## config.mk

```make
export PLATFORM = sky130hd
export DESIGN_NAME = spm_mode_ctrl
export DESIGN_NICKNAME = d
export VERILOG_FILES = /design/src/hw/spm_pkg.sv /design/src/hw/spm_cfg_mem.sv /design/src/hw/spm_mode_ctrl.sv
export SDC_FILE = /design/constraint.sdc
export NUM_CORES = 1
export LEC_CHECK = 0
export ABC_AREA = 1
export BUFFER_PORTS_ARGS = -buffer_cell sky130_fd_sc_hd__clkbuf_2
export CELL_PAD_IN_SITES_DETAIL_PLACEMENT = 1
export CELL_PAD_IN_SITES_GLOBAL_PLACEMENT = 1
export CORE_MARGIN = 3
export CORE_UTILIZATION = 30
export CTS_CLUSTER_SIZE = 24
export DETAILED_ROUTE_END_ITERATION = 10
export PLACE_DENSITY = 0.7
export SYNTH_ARGS = -nofsm -noshare
export SYNTH_HDL_FRONTEND = slang
export SYNTH_SLANG_ARGS = --single-unit
```

## constraint.sdc

```tcl
create_clock -name mclk -period 2.5 [get_ports mclk]
set_clock_uncertainty 0.1 [all_clocks]
set_input_delay 0.375 -clock mclk [delete_from_list [all_inputs] [get_ports mclk]]
set_output_delay 0.375 -clock mclk [all_outputs]
set_load 0.05 [all_outputs]
```

## src/hw/spm_pkg.sv

```systemverilog
// shared constants and types for the serial port mode controller
package spm_pkg;
  localparam logic [3:0] ADDR_CTRL = 4'h0;
  localparam logic [3:0] ADDR_PORT0 = 4'h1;
  localparam logic [3:0] ADDR_STATUS = 4'h5;
  localparam logic [3:0] ADDR_BUSY = 4'h6;
  localparam int NUM_PORTS = 4;
  localparam int PORT_IDX_W = 2;
  localparam logic [7:0] PORT_CFG_RESET = 8'h0f;
  // port config word fields
  localparam int CFG_P0 = 0;
  localparam int CFG_P1 = 1;
  localparam int CFG_P2 = 2;
  localparam int CFG_GRP = 3;
  localparam int CFG_ROLE = 4;
  localparam int CFG_LB_N = 5;
  localparam int CFG_EC_N = 6;
  // ctrl register fields
  localparam int CTRL_GO = 0;
  localparam int CTRL_CABLE = 1;
  localparam int CTRL_IDX_LO = 4;
  // pin timing
  localparam int SETUP_NS = 40;
  localparam int HOLD_NS = 40;
  localparam int CLK_PERIOD_NS = 8;
  localparam logic [3:0] SETUP_CYC = 4'((SETUP_NS + CLK_PERIOD_NS - 1) / CLK_PERIOD_NS);
  localparam logic [3:0] HOLD_CYC = 4'((HOLD_NS + CLK_PERIOD_NS - 1) / CLK_PERIOD_NS);
  localparam logic [2:0] PROTO_V35 = 3'h4;
  localparam logic [2:0] PROTO_NOCABLE = 3'h7;
  typedef enum logic [1:0] {ST_IDLE, ST_SETUP, ST_LATCH, ST_HOLD} spm_state_t;
endpackage

```

## src/hw/spm_cfg_mem.sv

```systemverilog
// small memory holding per-port configuration words, registered read
module spm_cfg_mem (
  input wire logic mclk,
  input wire logic reset_n,
  input wire logic clkEn,
  input wire logic wrEn,
  input wire logic [spm_pkg::PORT_IDX_W-1:0] wrIdx,
  input wire logic [7:0] wrData,
  input wire logic [spm_pkg::PORT_IDX_W-1:0] rdIdx,
  output logic [7:0] rdData
);
  import spm_pkg::*;
  logic [7:0] mem_reg [NUM_PORTS];

  always_ff @(posedge mclk or negedge reset_n) begin
    if (!reset_n) begin
      for (int i = 0; i < NUM_PORTS; i++) begin
        mem_reg[i] <= PORT_CFG_RESET;
      end
    end else if (clkEn && wrEn) begin
      mem_reg[wrIdx] <= wrData;
    end
  end

  always_ff @(posedge mclk or negedge reset_n) begin
    if (!reset_n) begin
      rdData <= PORT_CFG_RESET;
    end else if (clkEn) begin
      rdData <= mem_reg[rdIdx];
    end
  end
endmodule // spm_cfg_mem

```

## src/hw/spm_mode_ctrl.sv

```systemverilog
// host-side controller driving shared mode pins and per-port latch pins
// What this block does
// - we drive signal-group high for control chips, low for clock/data chips
// - v.35 is requested as bit2 one, bits 1 and 0 zero
// - mode lines are shared; each port has its own latch as write enable
// - cable-selected: latches tied low, mode pins grounded or floating high
//
// The address-and-strobe port and the placing of the registers were chosen for this implementation.
module spm_mode_ctrl (
  input wire logic mclk,
  input wire logic reset_n,
  input wire logic clkEn,
  input wire logic [3:0] regAddr,
  input wire logic [7:0] regWrData,
  input wire logic regWr,
  input wire logic regRd,
  output logic [7:0] regRdData,
  output logic proto_sel_bit0,
  output logic proto_sel_bit1,
  output logic proto_sel_bit2,
  output logic sigGroupSel,
  output logic port_role_sel,
  output logic loopback_req_n,
  output logic enable_combine_n,
  output logic [spm_pkg::NUM_PORTS-1:0] portLatch,
  output logic busy
);
  import spm_pkg::*;

  spm_state_t state_reg;
  logic [3:0] cnt_reg;
  logic [PORT_IDX_W-1:0] idx_reg;
  logic [PORT_IDX_W-1:0] rdIdx;
  logic cable_reg;
  logic [7:0] pins_reg;
  logic [NUM_PORTS-1:0] latch_reg;
  logic [NUM_PORTS-1:0] done_reg;
  logic [7:0] memRd;
  logic memWr;
  logic startReq;
  logic rdPending_reg;
  logic [3:0] rdAddr_reg;
  logic [7:0] pinsNext;

  function automatic logic isPortAddr(input logic [3:0] a);
    return a >= ADDR_PORT0 && a < ADDR_PORT0 + 4'(NUM_PORTS);
  endfunction

  function automatic logic [PORT_IDX_W-1:0] portIdx(input logic [3:0] a);
    logic [3:0] d;
    d = a - ADDR_PORT0;
    return d[PORT_IDX_W-1:0];
  endfunction

  // config writes stored per port; shared pins only change during a sequence or in cable mode
  assign memWr = regWr && isPortAddr(regAddr);
  assign startReq = regWr && regAddr == ADDR_CTRL && regWrData[CTRL_GO];
  assign rdIdx = (state_reg == ST_IDLE && startReq) ? regWrData[CTRL_IDX_LO +: PORT_IDX_W] :
                 (regRd && isPortAddr(regAddr)) ? portIdx(regAddr) : idx_reg;

  spm_cfg_mem cfgMem (
    .mclk(mclk),
    .reset_n(reset_n),
    .clkEn(clkEn),
    .wrEn(memWr),
    .wrIdx(portIdx(regAddr)),
    .wrData(regWrData),
    .rdIdx(rdIdx),
    .rdData(memRd)
  );

  // cable mode: latches stay low and all mode lines float high so the cable decides
  always_comb begin
    pinsNext = memRd;
    if (cable_reg) begin
      pinsNext = 8'h7f;
    end
  end

  always_ff @(posedge mclk or negedge reset_n) begin
    if (!reset_n) begin
      cable_reg <= 1'b0;
    end else if (clkEn && regWr && regAddr == ADDR_CTRL && state_reg == ST_IDLE) begin
      cable_reg <= regWrData[CTRL_CABLE];
    end
  end

  // sequence: present pins, pull one latch low, raise it while the pins hold, return to idle
  always_ff @(posedge mclk or negedge reset_n) begin
    if (!reset_n) begin
      state_reg <= ST_IDLE;
      cnt_reg <= 4'h0;
      idx_reg <= '0;
    end else if (clkEn) begin
      case (state_reg)
        ST_IDLE: begin
          if (startReq && !cable_reg) begin
            idx_reg <= regWrData[CTRL_IDX_LO +: PORT_IDX_W];
            cnt_reg <= SETUP_CYC;
            state_reg <= ST_SETUP;
          end
        end
        ST_SETUP: begin
          if (cnt_reg <= 4'h1) begin
            cnt_reg <= HOLD_CYC;
            state_reg <= ST_LATCH;
          end else begin
            cnt_reg <= cnt_reg - 4'h1;
          end
        end
        ST_LATCH: begin
          // latch high while lines still hold, then keep them past the edge
          if (cnt_reg <= 4'h1) begin
            cnt_reg <= HOLD_CYC;
            state_reg <= ST_HOLD;
          end else begin
            cnt_reg <= cnt_reg - 4'h1;
          end
        end
        ST_HOLD: begin
          state_reg <= ST_IDLE;
        end
        default: state_reg <= ST_IDLE;
      endcase
    end
  end

  // shared pins forced high at the go edge, loaded from the port word on the first setup cycle; latched ports ignore later changes
  always_ff @(posedge mclk or negedge reset_n) begin
    if (!reset_n) begin
      pins_reg <= 8'h7f;
    end else if (clkEn) begin
      if (cable_reg) begin
        pins_reg <= pinsNext;
      end else if (state_reg == ST_IDLE && startReq) begin
        pins_reg <= 8'h7f;
      end else if (state_reg == ST_SETUP && cnt_reg == SETUP_CYC) begin
        pins_reg <= pinsNext;
      end
    end
  end

  // latches: all high outside a sequence (all low in cable mode) so other ports keep their setup
  always_ff @(posedge mclk or negedge reset_n) begin
    if (!reset_n) begin
      latch_reg <= '1;
    end else if (clkEn) begin
      if (cable_reg) begin
        latch_reg <= '0;
      end else if (state_reg == ST_SETUP) begin
        for (int i = 0; i < NUM_PORTS; i++) begin
          latch_reg[i] <= (PORT_IDX_W'(i) != idx_reg);
        end
      end else begin
        latch_reg <= '1;
      end
    end
  end

  always_ff @(posedge mclk or negedge reset_n) begin
    if (!reset_n) begin
      done_reg <= '0;
    end else if (clkEn && state_reg == ST_HOLD) begin
      done_reg[idx_reg] <= 1'b1;
    end
  end

  // registered read port
  always_ff @(posedge mclk or negedge reset_n) begin
    if (!reset_n) begin
      rdPending_reg <= 1'b0;
      rdAddr_reg <= 4'h0;
    end else if (clkEn) begin
      rdPending_reg <= regRd;
      rdAddr_reg <= regAddr;
    end
  end

  always_comb begin
    regRdData = 8'h00;
    if (rdPending_reg) begin
      if (isPortAddr(rdAddr_reg)) begin
        regRdData = memRd;
      end else if (rdAddr_reg == ADDR_CTRL) begin
        regRdData = {2'b00, idx_reg, 2'b00, cable_reg, 1'b0};
      end else if (rdAddr_reg == ADDR_STATUS) begin
        regRdData = {4'h0, done_reg};
      end else if (rdAddr_reg == ADDR_BUSY) begin
        regRdData = {5'h00, pins_reg[2:0] == PROTO_NOCABLE, pins_reg[2:0] == PROTO_V35,
                     state_reg != ST_IDLE};
      end
    end
  end

  assign proto_sel_bit0 = pins_reg[CFG_P0];
  assign proto_sel_bit1 = pins_reg[CFG_P1];
  assign proto_sel_bit2 = pins_reg[CFG_P2];
  assign sigGroupSel = pins_reg[CFG_GRP];
  assign port_role_sel = pins_reg[CFG_ROLE];
  assign loopback_req_n = pins_reg[CFG_LB_N];
  assign enable_combine_n = pins_reg[CFG_EC_N];
  assign portLatch = latch_reg;
  assign busy = state_reg != ST_IDLE;
endmodule // spm_mode_ctrl

```

; ---- Word-level counts from Yosys, hierarchy flattened
; Index checks and enable logic that the tools add are counted.
[word_totals]
reg_bits = 69
out_inout_bits = 20
elab_cells = 100
[classes]
n_bitwise = 3
n_mux = 28
n_reduce_logical = 29
order_cmp = 10
eq_ne = 14
addsub = 2
[op_table]
columns = op, n
row1 = $mux W8, 5
row2 = $bwmux W32, 1
row3 = $mux W7, 4
row4 = $mux W4, 5
row5 = $bmux W8 S2, 1
row6 = $demux W8 S2, 1
row7 = $logic_and A1 B1 Y1, 16
row8 = $eq A4 B3 Y1 const B, 3
row9 = $mux W2, 5
row10 = $ge A4 B1 Y1 const B, 2
row11 = $logic_not A4 Y1, 2
row12 = $lt A4 B3 Y1 const B, 2
row13 = $pmux W2 S4, 1
row14 = $pmux W4 S2, 1
row15 = $eq A3 B3 Y1 const B, 2
row16 = $ge A3 B3 Y1 const B, 2
row17 = $mux W6, 1
row18 = $not A2 Y3, 2
row19 = $reduce_and A3 Y1, 2
row20 = $reduce_bool A2 Y1, 3
row21 = $eq A2 B2 Y1 const B, 2
row22 = $le A4 B1 Y1 const B, 1
row23 = $ne A2 B2 Y1 const A, 2
row24 = $ne A2 B2 Y1 const B, 2
row25 = other kinds (18), 18

; ---- Logic depth before layout (Yosys ltp)
[depth]
depth_word = 9
ltp_mapped = 16

; ---- By module
; Synthesis repeated with hierarchy kept, for this count alone.
[unflattened]
hier_cells = 492
hier_area_um2 = 3788.6
[by_module_without_submodules]
columns = module, n_inst, seq_area_each_um2, area_per_inst_um2, cells_per_inst
row1 = spm_cfg_mem, 1, 1026.0, 1968.1, 244
row2 = spm_mode_ctrl, 1, 739.5, 1820.5, 248

; ---- Worst setup path before layout
; Ideal clock, no wire load.
[synth_timing]
kind = reg2out
from = register state_reg[0]
to = output port regRdData[0]
path_stages_with_launch = 6
slack_ps = 39
required_ps = 2025
t_arrival_ps = 1986
cell_sequence = dfrtp_1 inv_1 ha_1 inv_1 nand2_1 a31oi_1
[synth_via]
elab_chain_cells = 6
[synth_rtl]
columns = element, line_no
row1 = start: declaration, spm_mode_ctrl.sv:30  ; spm_state_t state_reg;
row2 = start signal: assignment, spm_mode_ctrl.sv:91  ; state_reg <= ST_IDLE;
row3 = start signal: assignment, spm_mode_ctrl.sv:100  ; state_reg <= ST_SETUP;
row4 = start signal: assignment, spm_mode_ctrl.sv:106  ; state_reg <= ST_LATCH;
row5 = $reduce_bool A2 Y1, n/a
row6 = net busy, spm_mode_ctrl.sv:26  ; output logic busy
row7 = $mux W3, spm_mode_ctrl.sv:188  ; end else if (rdAddr_reg == ADDR_BUSY) begin
row8 = $mux W4, spm_mode_ctrl.sv:186  ; end else if (rdAddr_reg == ADDR_STATUS) begin
row9 = $mux W6, spm_mode_ctrl.sv:184  ; end else if (rdAddr_reg == ADDR_CTRL) begin
row10 = $mux W8, spm_mode_ctrl.sv:182  ; if (isPortAddr(rdAddr_reg)) begin
row11 = $mux W8, spm_mode_ctrl.sv:181  ; if (rdPending_reg) begin
row12 = end: declaration, spm_mode_ctrl.sv:17  ; output logic [7:0] regRdData,
; The timed path passes the listed nets, and every way through them passes these cells.

; ---- Final worst setup path
[layout_timing]
from = register rdAddr_reg[3]
to = output port regRdData[1]
[layout_via]
elab_chain_cells = 6
[layout_rtl]
columns = element, line_no
row1 = start: declaration, spm_mode_ctrl.sv:42  ; logic [3:0] rdAddr_reg;
row2 = start signal: assignment, spm_mode_ctrl.sv:175  ; rdAddr_reg <= regAddr;
row3 = $eq A4 B3 Y1, spm_mode_ctrl.sv:188
row4 = $mux W3, spm_mode_ctrl.sv:188
row5 = $mux W4, spm_mode_ctrl.sv:186
row6 = $mux W6, spm_mode_ctrl.sv:184
row7 = $mux W8 (*), spm_mode_ctrl.sv:182
row8 = $mux W8 (*), spm_mode_ctrl.sv:181
; Mark *: on every way between the ends. The rest lies on a longest branch, timed or not.

==> flow_summary.json <==
{
  "nNetsFinal": 527,
  "synthCells": 451,
  "cts_max_path_buffers": 2,
  "timing.critical_path.arrival_ns": 1.86,
  "numCtsBuffers": 9,
  "ff2ff_path_depth": 9,
  "clock.fmax_mhz": 427,
  "post_synth_and_or_nand_nor_area_fraction_pct": 26.1,
  "io_buffer_count": 36,
  "post_route_cells_drive_above_1_share_pct": 20.4,
  "final-max-slew-violation-count": 0,
  "vias_in_the_first_global_route": 3238,
  "final_cell_mix": "132 x nand2_1, 67 x inv_1, 60 x o21ai_0",
  "detail_route.vias_per_cell": 4.74,
  "ys_seq_area_share_pct": 49.6,
  "overall_power_consumption_w": 0.00425,
  "grt_remaining_overflow": 0,
  "finalHoldViolCount": 0,
  "netlist_area_um2": 3560,
  "post_synth.cell_area_avg_um2": 7.89,
  "grt_antenna_before_repair": 0,
  "post-synth-top-area-fraction_pct": 26.7,
  "pwr-share-comb_pct": 32.2,
  "p_int_w": 0.00265,
  "critical_path.reg2reg.endpoint": "cnt_reg[3]",
  "largest_family_of_logic_cells_by_synthesized_area": "simple AND/OR/NAND/NOR gates",
  "clock_tree.htree_level_count": 3,
  "firstDrtPassIters": 4,
  "min-delay-start": "regWrData[2]",
  "cpPeakStageDelay_ns": 0.37,
  "holdWs_ns": 0.191,
  "synth_cell_type_count": 27,
  "seqPwrFrac_pct": 40.6,
  "swShare_pct": 37.8,
  "grt_setup_unrepaired": "no",
  "total_negative_slack_ns": 0,
  "final.period_utilization_pct": 93.6,
  "dr.first_iter.drc_count": 123,
  "synth_mux_area_share_pct": 0.316,
  "first_pass_grt_wire_length_um": 16500,
  "period_minus_ws_final_ns": 2.34,
  "yosys.area_share.xor_xnor_pct": 0,
  "cp_cell_sequence": "inv_1, nand2_1, nor3_1, buf_4, nand4_1, a31oi_1, buf_2",
  "placement.setup.worst_slack_ns": 0.0457,
  "post-dp-hpwl_um": 7160,
  "number_of_flip_flops_under_the_largest_register_name": 32,
  "multi_input_comb_area_um2": 1470,
  "critical_path.slowest_cell": "dfrtp_1",
  "worst_skew_pair.late_latency_ns": 0.34,
  "final_common_cell": "nand2_1",
  "route.antenna.remaining_nets": 0,
  "start_util_pct": 30.9,
  "clock-root-buffer": "clkbuf_16",
  "end_of_the_worst_hold_path": "cfgMem.mem_reg[10]",
  "hold_class": "input pin to register",
  "worst_slew_margin_rel_pct": 52.4,
  "yosysTopAreaCell": "dfrtp_1",
  "path_clk_slew_ns": 0.06,
  "vdd_ir_drop_max_mv": 0.315,
  "share_of_the_synthesized_area_in_compound_gates_ao_oa_aoi_oai_pct": 10.9,
  "synth.area.top_cells": "dfrtp_1 27%, dfstp_2 23%, nand2_1 14%",
  "layout.area.seq_um2": 1770,
  "worst-setup-path-type": "register to output pin",
  "timing.critical_path.to_type": "output pin",
  "core-area_um2": 11500,
  "total_nets_after_synthesis": 479,
  "design.die.area_um2": 13200,
  "fill_cells": 1427,
  "number_of_buffers_added_for_setup_after_cts": 0,
  "die-height_um": 115,
  "static-leakage-power_nw": 2.10,
  "netSwitchingPower_w": 0.00161,
  "worst_pin_slew_ns": 0.714,
  "n_antenna_cell": 0,
  "post-route-util_pct": 36.7,
  "via_total_after_detailed_routing": 3069,
  "cts_tree": "done",
  "power_density_nw_per_um2": 1000,
  "area_delta_synth_final_pct": 18.8,
  "synth-warning-count": 0,
  "power.share.clock_pct": 27.2,
  "timing.final.setup_violations": 0,
  "drcViolationCount": 0,
  "postSynthRegisterBits": 69,
  "outcome": "finished, final reports clean",
  "die_width_um": 115,
  "required_ns": 2.03,
  "timing.reg2reg.setup_slack_ns": 0.29,
  "path_max_fanout": 3,
  "setup_ws_ns": 0.160,
  "critPathLaunchType": "register",
  "gr-usage-all-layers_pct": 16.0,
  "maxcap_viol_count": 0,
  "regToRegStartpoint": "state_reg[0]",
  "gpl.final_weighted_congestion": 0.846,
  "hold_depth": 3,
  "post_synth_fa_ha_maj_area_fraction_pct": 3.87,
  "cts.sink_count": 69,
  "totalWireLength_um": 9570,
  "ios": 37,
  "pin_count_of_the_biggest_net_entering_global_routing": 48,
  "rows": 39,
  "routed_wl_per_cell_um": 14.8
}
## logic make-up (layout without fill, tap and decap cells)
group / Yosys count / after routing
simple gates: 215 / 215
buf+inv: 81 / 134
compound gates: 74 / 74
flops: 69 / 69
fa+ha+maj: 11 / 11
mux: 1 / 1
## worst max path at each step
stage,from,to,slack (ns),cells after the start
after floorplan,state_reg[0],regRdData[0],0.04,5
after global placement,regAddr[0],cfgMem.rdData[7],0.16,15
after detailed placement,regAddr[0],cfgMem.rdData[4],0.05,15
after CTS,rdAddr_reg[3],regRdData[1],0.09,7
after global routing,rdAddr_reg[3],regRdData[1],0.001,7
final,rdAddr_reg[3],regRdData[1],0.16,7
## stage by stage
stage                     cells  instance area [um^2]
after floorplan             451                  3560
after global placement      630                  3950
after detailed placement    630                  3950
after CTS                   647                  4230
after global routing        647                  4230
final                       647                  4230
## area by class of cell
| type | instances | area share [%] |
|---|---|---|
| Clock buffer | 14 | 6.00 |
| Clock inverter | 2 | 0.237 |
| Inverter | 69 | 6.12 |
| Multi-Input combinational cell | 301 | 34.8 |
| Sequential cell | 69 | 41.7 |
| Tap cell | 143 | 4.23 |
| Timing Repair Buffer | 49 | 6.92 |
## synthesized netlist by cell type (all sizes together)
cell,number
a21oi,5
a31oi,3
buf,5
clkbuf,7
dfrtp,38
dfstp,31
ha,11
inv,69
mux2,1
nand2,135
nand3,48
nand4,2
nor2,25
nor3,2
o211ai,1
o21ai,60
o21bai,4
o22ai,1
or2,3
## layer usage
metal	track usage [%]	vias to the layer above	share of wire (%)
li1	-	1518	-
met1	22.1	1499	48
met2	24.5	42	47
met3	3.68	10	3.1
met4	5.95	0	1.6
met5	0	-	0
## power by group through the flow
stage | logic, W | clock network [W] | registers, W
finish | 0.00137 | 0.00116 | 0.00173
global route | 0.00157 | 0.00124 | 0.00178
CTS | 0.00139 | 0.00120 | 0.00174
detailed placement | 0.00138 | 0 | 0.00175
global placement | 0.00134 | 0 | 0.00173
floorplan | 0.000774 | 0 | 0.00194
## what timing repair did
action / in CTS / in global routing
hold buffers: 1 / 0
hold endpoints to repair: 18 / 0
gates resized for setup: 1 / 1
pin swaps: 0 / 1
cloned: 0 / 0
setup endpoints to repair: 1 / 1
## critical path: cells and delay by family, from the launching register on
kind	cells	cell delay, ns
AOI/OAI and AO/OA	1	0.22
and+or+nand+nor	3	0.38
DFF	1	0.37
buffers and inverters	3	0.55
Power figures use the tool's default switching activity.
